--- config.mk ---
export PLATFORM = sky130hd
export DESIGN_NAME = swm_monitor
export DESIGN_NICKNAME = d
export VERILOG_FILES = /design/src/core/swm_pkg.sv /design/src/core/swm_axil.sv /design/src/core/swm_disp.sv /design/src/core/swm_monitor.sv
export VERILOG_INCLUDE_DIRS = /design/src /design/src/core
export SDC_FILE = /design/constraint.sdc
export NUM_CORES = 1
export LEC_CHECK = 0
export ABC_AREA = 1
export BUFFER_PORTS_ARGS = -buffer_cell sky130_fd_sc_hd__buf_2
export CAP_MARGIN = 15
export CORE_UTILIZATION = 56
export CTS_BUF_LIST = sky130_fd_sc_hd__clkbuf_8
export DETAILED_ROUTE_END_ITERATION = 16
export PLACE_DENSITY_LB_ADDON = 0.25
export SYNTH_ARGS = -nofsm -noshare
export SYNTH_HDL_FRONTEND = slang
export SYNTH_SLANG_ARGS = --single-unit
--- constraint.sdc ---
create_clock -name aclk -period 2.85 [get_ports aclk]
set_input_delay 0.1425 -clock aclk [delete_from_list [all_inputs] [get_ports aclk]]
set_output_delay 0.1425 -clock aclk [all_outputs]
set_load 0.01 [all_outputs]
--- src/core/swm_cfg.svh ---
// register offsets, field positions, reset values and limits
`ifndef SWM_CFG_SVH
`define SWM_CFG_SVH
`define SWM_A_CTRL 8'h00
`define SWM_A_IN_MAP 8'h04
`define SWM_A_OUT_MAP 8'h08
`define SWM_A_MOT_PWR 8'h0C
`define SWM_A_DRV_PWR 8'h10
`define SWM_A_MAX_SPD 8'h14
`define SWM_A_STATUS 8'h18
`define SWM_A_ACT_IN 8'h1C
`define SWM_A_ACT_OUT 8'h20
`define SWM_A_CMD 8'h24
`define SWM_B_CLS_Q 0
`define SWM_B_SERIAL 1
`define SWM_B_RES17 2
`define SWM_B_STAT_DISP 3
`define SWM_F_MODE 4
`define SWM_R_CTRL 32'h0000_000B
`define SWM_R_MAP 32'h0000_0000
`define SWM_R_MOT_PWR 32'h0000_0190
`define SWM_R_DRV_PWR 32'h0000_0190
`define SWM_R_MAX_SPD 32'h0000_0BB8
// 3.2 V in millivolts
`define SWM_BATT_MV 16'h0C80
`define SWM_REV_LIM_Q 33'h0000_8000
`define SWM_REV_LIM_H 33'h0000_1000
// rpm
`define SWM_INIT_RPM 17'h0064
// percent of rated torque
`define SWM_TRQ_LIM 17'h012C
`define SWM_FLICK_MS 32'h0000_00FA
`define SWM_CLK_MHZ 32'h0000_00C8
`define SWM_FLICK_CYC (`SWM_FLICK_MS * `SWM_CLK_MHZ * 32'h0000_03E8)
`endif

--- src/core/swm_pkg.sv ---
// types shared by the warning monitor
package swm_pkg;
  typedef enum logic [2:0] {
    SWM_PWR_OFF = 3'b001,
    SWM_PWR_LOAD = 3'b010,
    SWM_PWR_ON = 3'b100
  } swm_pwr_t;
  typedef enum logic [1:0] {
    SWM_MODE_SINGLE = 2'h0,
    SWM_MODE_MIXED = 2'h1,
    SWM_MODE_MULTI = 2'h2
  } swm_mode_t;
endpackage

--- src/core/swm_axil.sv ---
// axi4-lite slave front end for the register file
`timescale 1ns/1ps
`default_nettype none
module swm_axil (
  input wire logic aclk,
  input wire logic aresetn,
  input wire logic [7:0] s_awaddr,
  input wire logic s_awvalid,
  output logic s_awready,
  input wire logic [31:0] s_wdata,
  input wire logic [3:0] s_wstrb,
  input wire logic s_wvalid,
  output logic s_wready,
  output logic [1:0] s_bresp,
  output logic s_bvalid,
  input wire logic s_bready,
  input wire logic [7:0] s_araddr,
  input wire logic s_arvalid,
  output logic s_arready,
  output logic [31:0] s_rdata,
  output logic [1:0] s_rresp,
  output logic s_rvalid,
  input wire logic s_rready,
  output logic reg_wr,
  output logic [7:0] reg_waddr,
  output logic [31:0] reg_wdata,
  output logic [3:0] reg_wstrb,
  input wire logic reg_whit,
  input wire logic [31:0] reg_rdata,
  input wire logic reg_rhit
);
  logic aw_held;
  logic w_held;
  assign s_awready = !aw_held && !s_bvalid;
  assign s_wready = !w_held && !s_bvalid;
  assign s_arready = !s_rvalid;
  assign reg_wr = aw_held && w_held && !s_bvalid;
  always_ff @(posedge aclk)
  begin
    if (!aresetn)
    begin
      aw_held <= 1'b0;
      w_held <= 1'b0;
      reg_waddr <= 8'h00;
      reg_wdata <= 32'h0000_0000;
      reg_wstrb <= 4'h0;
    end
    else
    begin
      if (s_awvalid && s_awready)
      begin
        aw_held <= 1'b1;
        reg_waddr <= s_awaddr;
      end
      else if (reg_wr)
        aw_held <= 1'b0;
      if (s_wvalid && s_wready)
      begin
        w_held <= 1'b1;
        reg_wdata <= s_wdata;
        reg_wstrb <= s_wstrb;
      end
      else if (reg_wr)
        w_held <= 1'b0;
    end
  end
  always_ff @(posedge aclk)
  begin
    if (!aresetn)
    begin
      s_bvalid <= 1'b0;
      s_bresp <= 2'h0;
    end
    else if (reg_wr)
    begin
      s_bvalid <= 1'b1;
      s_bresp <= reg_whit ? 2'h0 : 2'h2;
    end
    else if (s_bready)
      s_bvalid <= 1'b0;
  end
  always_ff @(posedge aclk)
  begin
    if (!aresetn)
    begin
      s_rvalid <= 1'b0;
      s_rdata <= 32'h0000_0000;
      s_rresp <= 2'h0;
    end
    else if (s_arvalid && s_arready)
    begin
      s_rvalid <= 1'b1;
      s_rdata <= reg_rhit ? reg_rdata : 32'h0000_0000;
      s_rresp <= reg_rhit ? 2'h0 : 2'h2;
    end
    else if (s_rready)
      s_rvalid <= 1'b0;
  end
endmodule // swm_axil
`default_nettype wire

--- src/core/swm_disp.sv ---
// three-digit seven-segment warning character with flicker
`timescale 1ns/1ps
`default_nettype none
module swm_disp #(
  parameter int FLICK_CYC = 50000000
) (
  input wire logic aclk,
  input wire logic aresetn,
  input wire logic enable,
  input wire logic [2:0] warn_id,
  output logic [20:0] seg
);
  logic [31:0] cnt;
  logic phase;
  logic [20:0] glyph;
  // glyph per character: digit2, digit1, digit0
  always_comb
  begin
    case (warn_id)
      3'h0: glyph = {7'h73, 7'h38, 7'h40};
      3'h1: glyph = {7'h7C, 7'h77, 7'h78};
      3'h2: glyph = {7'h6D, 7'h54, 7'h78};
      3'h3: glyph = {7'h06, 7'h54, 7'h06};
      3'h4: glyph = {7'h3F, 7'h78, 7'h50};
      3'h5: glyph = {7'h3F, 7'h6D, 7'h73};
      3'h6: glyph = {7'h06, 7'h3F, 7'h77};
      3'h7: glyph = {7'h3F, 7'h39, 7'h77};
      default: glyph = 21'h00_0000;
    endcase
  end
  always_ff @(posedge aclk)
  begin
    if (!aresetn || warn_id == 3'h0)
    begin
      cnt <= 32'h0000_0000;
      phase <= 1'b1;
    end
    else if (cnt >= 32'(FLICK_CYC - 1))
    begin
      cnt <= 32'h0000_0000;
      phase <= !phase;
    end
    else
      cnt <= cnt + 32'h0000_0001;
  end
  always_ff @(posedge aclk)
  begin
    if (!aresetn)
      seg <= 21'h00_0000;
    else if (enable && phase)
      seg <= glyph;
    else
      seg <= 21'h00_0000;
  end
endmodule // swm_disp
`default_nettype wire

--- src/core/swm_monitor.sv ---
// servo warning monitor top: inputs, flags, clamps, registers
//
// Chosen here: the AXI4-Lite register port and the register offsets.
`timescale 1ns/1ps
`default_nettype none
`include "swm_cfg.svh"
module swm_monitor #(
  parameter int FLICK_CYC = `SWM_FLICK_CYC
) (
  input wire logic aclk,
  input wire logic aresetn,
  input wire logic [7:0] s_awaddr,
  input wire logic s_awvalid,
  output logic s_awready,
  input wire logic [31:0] s_wdata,
  input wire logic [3:0] s_wstrb,
  input wire logic s_wvalid,
  output logic s_wready,
  output logic [1:0] s_bresp,
  output logic s_bvalid,
  input wire logic s_bready,
  input wire logic [7:0] s_araddr,
  input wire logic s_arvalid,
  output logic s_arready,
  output logic [31:0] s_rdata,
  output logic [1:0] s_rresp,
  output logic s_rvalid,
  input wire logic s_rready,
  input wire logic main_power,
  input wire logic [15:0] battery_mv,
  input wire logic [31:0] rev_count,
  input wire logic [15:0] motor_speed,
  input wire logic [15:0] torque_cmd,
  input wire logic [15:0] speed_cmd,
  output logic [15:0] torque_lim,
  output logic [15:0] speed_lim,
  output logic run_permit,
  output logic [6:0] warn_flags,
  output logic warn_out,
  output logic [20:0] seg
);
  logic reg_wr;
  logic [7:0] reg_waddr;
  logic [31:0] reg_wdata;
  logic [3:0] reg_wstrb;
  logic reg_whit;
  logic [31:0] reg_rdata;
  logic reg_rhit;
  logic [31:0] ctrl;
  logic [31:0] in_map;
  logic [31:0] out_map;
  logic [31:0] act_in;
  logic [31:0] act_out;
  logic [31:0] mot_pwr;
  logic [31:0] drv_pwr;
  logic [31:0] max_spd;
  logic pwr_s1;
  logic pwr_s2;
  logic pwr_s3;
  logic pwr_lvl;
  swm_pkg::swm_pwr_t pwr_state;
  swm_pkg::swm_pwr_t next_pwr_state;
  swm_pkg::swm_mode_t mode;
  logic init_flag;
  logic [6:0] next_warn;
  logic [2:0] warn_id;
  logic [16:0] trq_mag;
  logic [16:0] spd_mag;
  logic [16:0] mot_mag;
  logic [32:0] rev_mag;
  logic [32:0] rev_lim;

  // merge a written word into a register by byte strobes
  function automatic logic [31:0] swm_merge(
    input logic [31:0] old_v,
    input logic [31:0] new_v,
    input logic [3:0] strb
  );
    logic [31:0] r;
    r = old_v;
    for (int b = 0; b < 4; b++)
      if (strb[b])
        r[8*b +: 8] = new_v[8*b +: 8];
    return r;
  endfunction

  // two assigned signals on one channel; channel 0 means unassigned
  function automatic logic swm_dup(input logic [31:0] m);
    logic d;
    d = 1'b0;
    for (int i = 0; i < 8; i++)
      for (int j = i + 1; j < 8; j++)
        if (m[4*i +: 4] != 4'h0 && m[4*i +: 4] == m[4*j +: 4])
          d = 1'b1;
    return d;
  endfunction

  // magnitude of a signed 16-bit value, wide enough for -32768
  function automatic logic [16:0] swm_mag16(input logic [15:0] v);
    logic [16:0] e;
    e = {v[15], v};
    return v[15] ? 17'(-e) : e;
  endfunction

  swm_axil u_axil (
    .aclk(aclk),
    .aresetn(aresetn),
    .s_awaddr(s_awaddr),
    .s_awvalid(s_awvalid),
    .s_awready(s_awready),
    .s_wdata(s_wdata),
    .s_wstrb(s_wstrb),
    .s_wvalid(s_wvalid),
    .s_wready(s_wready),
    .s_bresp(s_bresp),
    .s_bvalid(s_bvalid),
    .s_bready(s_bready),
    .s_araddr(s_araddr),
    .s_arvalid(s_arvalid),
    .s_arready(s_arready),
    .s_rdata(s_rdata),
    .s_rresp(s_rresp),
    .s_rvalid(s_rvalid),
    .s_rready(s_rready),
    .reg_wr(reg_wr),
    .reg_waddr(reg_waddr),
    .reg_wdata(reg_wdata),
    .reg_wstrb(reg_wstrb),
    .reg_whit(reg_whit),
    .reg_rdata(reg_rdata),
    .reg_rhit(reg_rhit)
  );

  // writable registers
  always_ff @(posedge aclk)
  begin
    if (!aresetn)
    begin
      ctrl <= `SWM_R_CTRL;
      in_map <= `SWM_R_MAP;
      out_map <= `SWM_R_MAP;
      mot_pwr <= `SWM_R_MOT_PWR;
      drv_pwr <= `SWM_R_DRV_PWR;
      max_spd <= `SWM_R_MAX_SPD;
    end
    else if (reg_wr)
    begin
      case (reg_waddr)
        `SWM_A_CTRL: ctrl <= swm_merge(ctrl, reg_wdata, reg_wstrb);
        `SWM_A_IN_MAP: in_map <= swm_merge(in_map, reg_wdata, reg_wstrb);
        `SWM_A_OUT_MAP: out_map <= swm_merge(out_map, reg_wdata, reg_wstrb);
        `SWM_A_MOT_PWR: mot_pwr <= swm_merge(mot_pwr, reg_wdata, reg_wstrb);
        `SWM_A_DRV_PWR: drv_pwr <= swm_merge(drv_pwr, reg_wdata, reg_wstrb);
        `SWM_A_MAX_SPD: max_spd <= swm_merge(max_spd, reg_wdata, reg_wstrb);
        default: ;
      endcase
    end
  end

  always_comb
  begin
    case (reg_waddr)
      `SWM_A_CTRL, `SWM_A_IN_MAP, `SWM_A_OUT_MAP, `SWM_A_MOT_PWR,
      `SWM_A_DRV_PWR, `SWM_A_MAX_SPD: reg_whit = 1'b1;
      default: reg_whit = 1'b0;
    endcase
  end

  // read decode, address taken straight from the read channel
  always_comb
  begin
    reg_rhit = 1'b1;
    case (s_araddr)
      `SWM_A_CTRL: reg_rdata = ctrl;
      `SWM_A_IN_MAP: reg_rdata = in_map;
      `SWM_A_OUT_MAP: reg_rdata = out_map;
      `SWM_A_MOT_PWR: reg_rdata = mot_pwr;
      `SWM_A_DRV_PWR: reg_rdata = drv_pwr;
      `SWM_A_MAX_SPD: reg_rdata = max_spd;
      `SWM_A_STATUS: reg_rdata = {19'h0_0000, pwr_lvl, warn_out,
                                  warn_id, 1'b0, warn_flags};
      `SWM_A_ACT_IN: reg_rdata = act_in;
      `SWM_A_ACT_OUT: reg_rdata = act_out;
      `SWM_A_CMD: reg_rdata = {speed_lim, torque_lim};
      default:
      begin
        reg_rdata = 32'h0000_0000;
        reg_rhit = 1'b0;
      end
    endcase
  end

  assign mode = swm_pkg::swm_mode_t'(ctrl[`SWM_F_MODE +: 2]);

  // main power pin: three-stage synchroniser, level moves on agreement
  always_ff @(posedge aclk)
  begin
    if (!aresetn)
    begin
      pwr_s1 <= 1'b0;
      pwr_s2 <= 1'b0;
      pwr_s3 <= 1'b0;
      pwr_lvl <= 1'b0;
    end
    else
    begin
      pwr_s1 <= main_power;
      pwr_s2 <= pwr_s1;
      pwr_s3 <= pwr_s2;
      if (pwr_s2 == pwr_s3)
        pwr_lvl <= pwr_s3;
    end
  end

  always_comb
  begin
    case (pwr_state)
      swm_pkg::SWM_PWR_OFF:
        next_pwr_state = pwr_lvl ? swm_pkg::SWM_PWR_LOAD
                                 : swm_pkg::SWM_PWR_OFF;
      swm_pkg::SWM_PWR_LOAD: next_pwr_state = swm_pkg::SWM_PWR_ON;
      swm_pkg::SWM_PWR_ON:
        next_pwr_state = pwr_lvl ? swm_pkg::SWM_PWR_ON
                                 : swm_pkg::SWM_PWR_OFF;
      default: next_pwr_state = swm_pkg::SWM_PWR_OFF;
    endcase
  end

  always_ff @(posedge aclk)
  begin
    if (!aresetn)
      pwr_state <= swm_pkg::SWM_PWR_OFF;
    else
      pwr_state <= next_pwr_state;
  end

  // channel assignment copied only on the power-up step
  always_ff @(posedge aclk)
  begin
    if (!aresetn)
    begin
      act_in <= `SWM_R_MAP;
      act_out <= `SWM_R_MAP;
    end
    else if (pwr_state == swm_pkg::SWM_PWR_LOAD)
    begin
      act_in <= in_map;
      act_out <= out_map;
    end
  end

  assign mot_mag = swm_mag16(motor_speed);
  assign trq_mag = swm_mag16(torque_cmd);
  assign spd_mag = swm_mag16(speed_cmd);
  assign rev_mag = rev_count[31] ? 33'(-{1'b1, rev_count})
                                 : {1'b0, rev_count};
  assign rev_lim = ctrl[`SWM_B_CLS_Q] ? `SWM_REV_LIM_Q : `SWM_REV_LIM_H;

  // speed sampled at the power-on step; cleared for 17-bit resolution or with the serial bit clear
  always_ff @(posedge aclk)
  begin
    if (!aresetn)
      init_flag <= 1'b0;
    else if (!ctrl[`SWM_B_SERIAL] || ctrl[`SWM_B_RES17])
      init_flag <= 1'b0;
    else if (pwr_state == swm_pkg::SWM_PWR_LOAD)
      init_flag <= mot_mag > `SWM_INIT_RPM;
  end

  always_comb
  begin
    next_warn[0] = battery_mv <= `SWM_BATT_MV;
    next_warn[1] = rev_mag > rev_lim;
    next_warn[2] = init_flag;
    next_warn[3] = trq_mag >= `SWM_TRQ_LIM;
    next_warn[4] = spd_mag >= {1'b0, max_spd[15:0]};
    next_warn[5] = swm_dup(act_in) || swm_dup(act_out);
    if (mode == swm_pkg::SWM_MODE_MIXED && act_in[3:0] == 4'h0)
      next_warn[5] = 1'b1;
    if (mode == swm_pkg::SWM_MODE_MULTI && (act_in[7:4] == 4'h0 ||
        act_in[11:8] == 4'h0 || act_in[15:12] == 4'h0))
      next_warn[5] = 1'b1;
    next_warn[6] = mot_pwr > drv_pwr;
  end

  always_ff @(posedge aclk)
  begin
    if (!aresetn)
      warn_flags <= 7'h00;
    else
      warn_flags <= next_warn;
  end

  always_comb
  begin
    warn_id = 3'h0;
    for (int i = 6; i >= 0; i--)
      if (warn_flags[i])
        warn_id = 3'(i + 1);
  end

  always_ff @(posedge aclk)
  begin
    if (!aresetn)
      warn_out <= 1'b0;
    else
      warn_out <= (|next_warn) && act_out[3:0] != 4'h0;
  end

  // commands are clamped, never blocked
  always_ff @(posedge aclk)
  begin
    if (!aresetn)
    begin
      torque_lim <= 16'h0000;
      speed_lim <= 16'h0000;
    end
    else
    begin
      if (trq_mag >= `SWM_TRQ_LIM)
        torque_lim <= torque_cmd[15] ? 16'(-`SWM_TRQ_LIM)
                                     : 16'(`SWM_TRQ_LIM);
      else
        torque_lim <= torque_cmd;
      if (spd_mag >= {1'b0, max_spd[15:0]})
        speed_lim <= speed_cmd[15] ? 16'(-max_spd[15:0])
                                   : max_spd[15:0];
      else
        speed_lim <= speed_cmd;
    end
  end

  assign run_permit = 1'b1;

  swm_disp #(
    .FLICK_CYC(FLICK_CYC)
  ) u_disp (
    .aclk(aclk),
    .aresetn(aresetn),
    .enable(ctrl[`SWM_B_STAT_DISP]),
    .warn_id(warn_id),
    .seg(seg)
  );
endmodule // swm_monitor
`default_nettype wire

==> run summary <==
number of synthesized flops with an enable pin: 0
Worst Path Arrival: 3.22 ns
first-pass GRT wire length: 137 mm
relative slew slack: 46.0%
Post-Syn Area per Cell: 6.68 um^2
crit path capture type: register
row cnt: 76
R2R Path End: warn_out$_SDFF_PN0_
worst endpoint required time: 3.35 ns
Ys Warns: 0
Num CTS Buffers: 74
total grt overflow: 0
sequential element share of the synthesized area: 35.7%
P_int: 10.1 mW
clk root buf: clkbuf_8
Critical Path Source: speed_cmd[3]
Clock Tree Buf Depth: 3
final instance area: 28900 um^2
Synth area leaders: dfxtp_1 36%, nand2_1 13%, a21oi_1 7.8%
fin crit share: 95.4%
Hold Path Class: primary input to register
final wirelength: 90.0 mm
status: finished with violations
Filler Cell Count: 3794
Sw Share: 27.3%
failing checks: negative hold slack
CTS sink cnt: 440
Port Buffers: 255
Slew Limit Fails: 0
initial core utilization: 57.0%
clock share of power: 43.6%
Routability Congestion: 1.05
Peak VDD IR: 0.534 mV
H-tree depth: 3
Total Routing Usage GR: 39.4%
clock insertion delay at the later pin of the skew report: 0.65 ns
crit-path max FO: 7
Worst Skew: 0.0409 ns
WL/cell: 19.4 um
Yosys top cell area share: 35.7%
CTS tree: done
sequential share of power: 46.7%
Avg Vias per Cell: 5.74
final hold violations: 1
core area: 43300 um^2
initial antenna violation count: 2
sw power: 3.80 mW
FF+latch count, synth: 440
share of cells above drive strength 1: 13.5%
logic gate share of total power: 9.7%
die height: 212 um
Lkg Pwr: 13.1 nW
die width: 212 um
Residual DRC: 0
reg2reg path depth: 11
final net count: 4207
PwrDens: 481 nW/um^2
I/O pin total: 259
Worst setup endpoint: speed_lim[10]$_SDFF_PN0_
dominant cell by count in the synthesized netlist: nand2_1
DRT Pass-1 Iters: 7
post-synthesis cell type count: 54
Crit Reg-Reg Startpoint: drv_pwr[31]$_SDFFE_PN0P_
Post-synth top cells: 869 x nand2_1, 440 x dfxtp_1, 402 x inv_1
DRT antenna net count: 0
Post-Syn Area: 24700 um^2
FFs w/ async S/R, synth: 0%
Finished Core Util: 66.9%
number of max-cap violations: 0
via count: 26600
fmax: 0.368 GHz
CTS clk-pin slew, worst paths: 0.07 ns
Worst Setup Start Kind: primary input
reg2reg setup slack: 0.30 ns
Syn Inst Count: 3693
minimum clock period: 2.72 ns
post-detail-place hpwl: 65.2 mm
setup-violating endpoint count in the final report: 0
1st-iter DRT viols: 3043
Crit Path Class: primary input to register
Worst Hold Slack: -0.0334 ns
vias in the first global route: 23900
Layout area overhead: 17.3%
Worst Tran Pin Value: 0.810 ns
Synth area leader: dfxtp_1
largest net degree at the start of global routing: 159
Synth Flop Type: dfxtp_1
Die Area: 44900 um^2
placed inst area: 26400 um^2
flip-flops by register name, summed over array words and instances (netlist names), 8 cells and up:
signal and count:
u_axil.reg_waddr 8, u_disp.seg 21, torque_lim 16, in_map 32, out_map 32, mot_pwr 32, u_axil.reg_wdata 32, act_in 32
max_spd 32, speed_lim 16, drv_pwr 32, u_axil.s_rdata 32, act_out 32, u_disp.cnt 32, ctrl 32
power groups by stage:
| stage | Sequential (mW) | Combinational [mW] | Clock [mW] |
|---|---|---|---|
| global route | 6.49 | 1.47 | 6.32 |
| CTS | 6.47 | 1.29 | 6.02 |
| detailed placement | 6.60 | 1.19 | 0 |
| floorplan | 6.54 | 0.686 | 0 |
| global placement | 6.60 | 1.17 | 0 |
| finish | 6.49 | 1.35 | 6.07 |
placed cells by master (no fill, tap or decap), types with 28 or more instances in the layout:
| cell | netlist | final |
|---|---|---|
| nand2_1 | 869 | 867 |
| dfxtp_1 | 440 | 440 |
| inv_1 | 402 | 420 |
| a21oi_1 | 385 | 385 |
| o21ai_0 | 342 | 341 |
| nor2_1 | 340 | 340 |
| buf_2 | 101 | 254 |
| nand3_1 | 102 | 101 |
| xor2_1 | 97 | 97 |
| clkbuf_8 | 0 | 95 |
| dlygate4sd3_1 | 0 | 84 |
| buf_4 | 8 | 67 |
| ha_1 | 63 | 63 |
| nand4_1 | 60 | 60 |
| o22ai_1 | 60 | 60 |
| nor3_1 | 42 | 39 |
| xnor2_1 | 34 | 34 |
| inv_2 | 27 | 28 |
kinds of logic after synthesis:
| logic type | count (synthesis) | synth area share [%] |
|---|---|---|
| AND/OR/NAND/NOR | 1501 | 25.8 |
| AO/OA/AOI/OAI | 910 | 20.2 |
| buffers and inverters | 646 | 10.5 |
| flip-flops | 440 | 35.7 |
| XOR/XNOR | 131 | 4.65 |
| adder cells (fa/ha/maj) | 63 | 3.19 |
| other | 2 | 0.0304 |
cell type report:
class                           instances  area (um^2)  area share [%]
Antenna cell                            1         2.50         0.00865
Timing Repair Buffer                  415         2800            9.69
Tap cell                              585          732            2.53
Clock inverter                         37          274           0.947
Clock buffer                           95         1310            4.52
Multi-Input combinational cell       2614        13300            46.1
Inverter                              443         1660            5.75
Sequential cell                       440         8810            30.4
repair_timing:
item                       4_1_cts  5_1_grt
buffers inserted                 0        1
hold buffers                    85        0
setup endpoints to repair        0       18
gates resized for setup          0        8
hold endpoints to repair        91        0
metal layers:
metal / up-vias / global-route usage (%) / part of all wire [%]
met5: - / 0 / 0.014
met4: 2 / 21.5 / 5.7
met3: 258 / 7.71 / 12
met2: 1612 / 59.3 / 43
met1: 12100 / 52.9 / 40
li1: 12700 / - / -
worst min-delay path by stage:
stage,startpoint,slack (ns),end,cells past startpoint
final,speed_cmd[2],-0.03,speed_lim[2]$_SDFF_PN0_,4
after global placement,main_power,0.33,pwr_s1$_SDFF_PN0_,3
after floorplan,main_power,0.24,pwr_s1$_SDFF_PN0_,2
after global routing,speed_cmd[2],0.007,speed_lim[2]$_SDFF_PN0_,4
after detailed placement,main_power,0.34,pwr_s1$_SDFF_PN0_,3
after CTS,s_wvalid,0.009,u_axil.reg_wdata[2]$_SDFFE_PN0P_,3
per-stage QoR:
stage	power, mW	worst slack, ns	hold WS, ns	std cells	setup TNS (ns)
3_5_place_dp	7.79	-0.388	0.338	4411	-5.80
4_1_cts	13.8	0.0136	0.00863	4628	0
6_report	13.9	0.131	-0.0334	4630	0
3_3_place_gp	7.77	-0.282	0.329	4411	-4.55
2_1_floorplan	7.23	0.0936	0.240	3700	0
5_1_grt	14.3	-0.102	0.00657	4630	-0.125
critical path: stages:
cell and delay (ns):
buf_2 0.10, dlygate4sd3_1 0.56, buf_4 0.15, nor2_1 0.12, nand4_1 0.16, nor3_2 0.21
nand2_1 0.11, buf_4 0.15, nand2_1 0.06, xnor2_1 0.13, ha_1 0.27, nand2_1 0.09
o21ai_0 0.10, a21oi_1 0.14, nand4_1 0.12, buf_6 0.17, buf_12 0.13, o21ai_0 0.21
a21oi_1 0.09
Note: power is estimated with default switching activity, not from simulation.
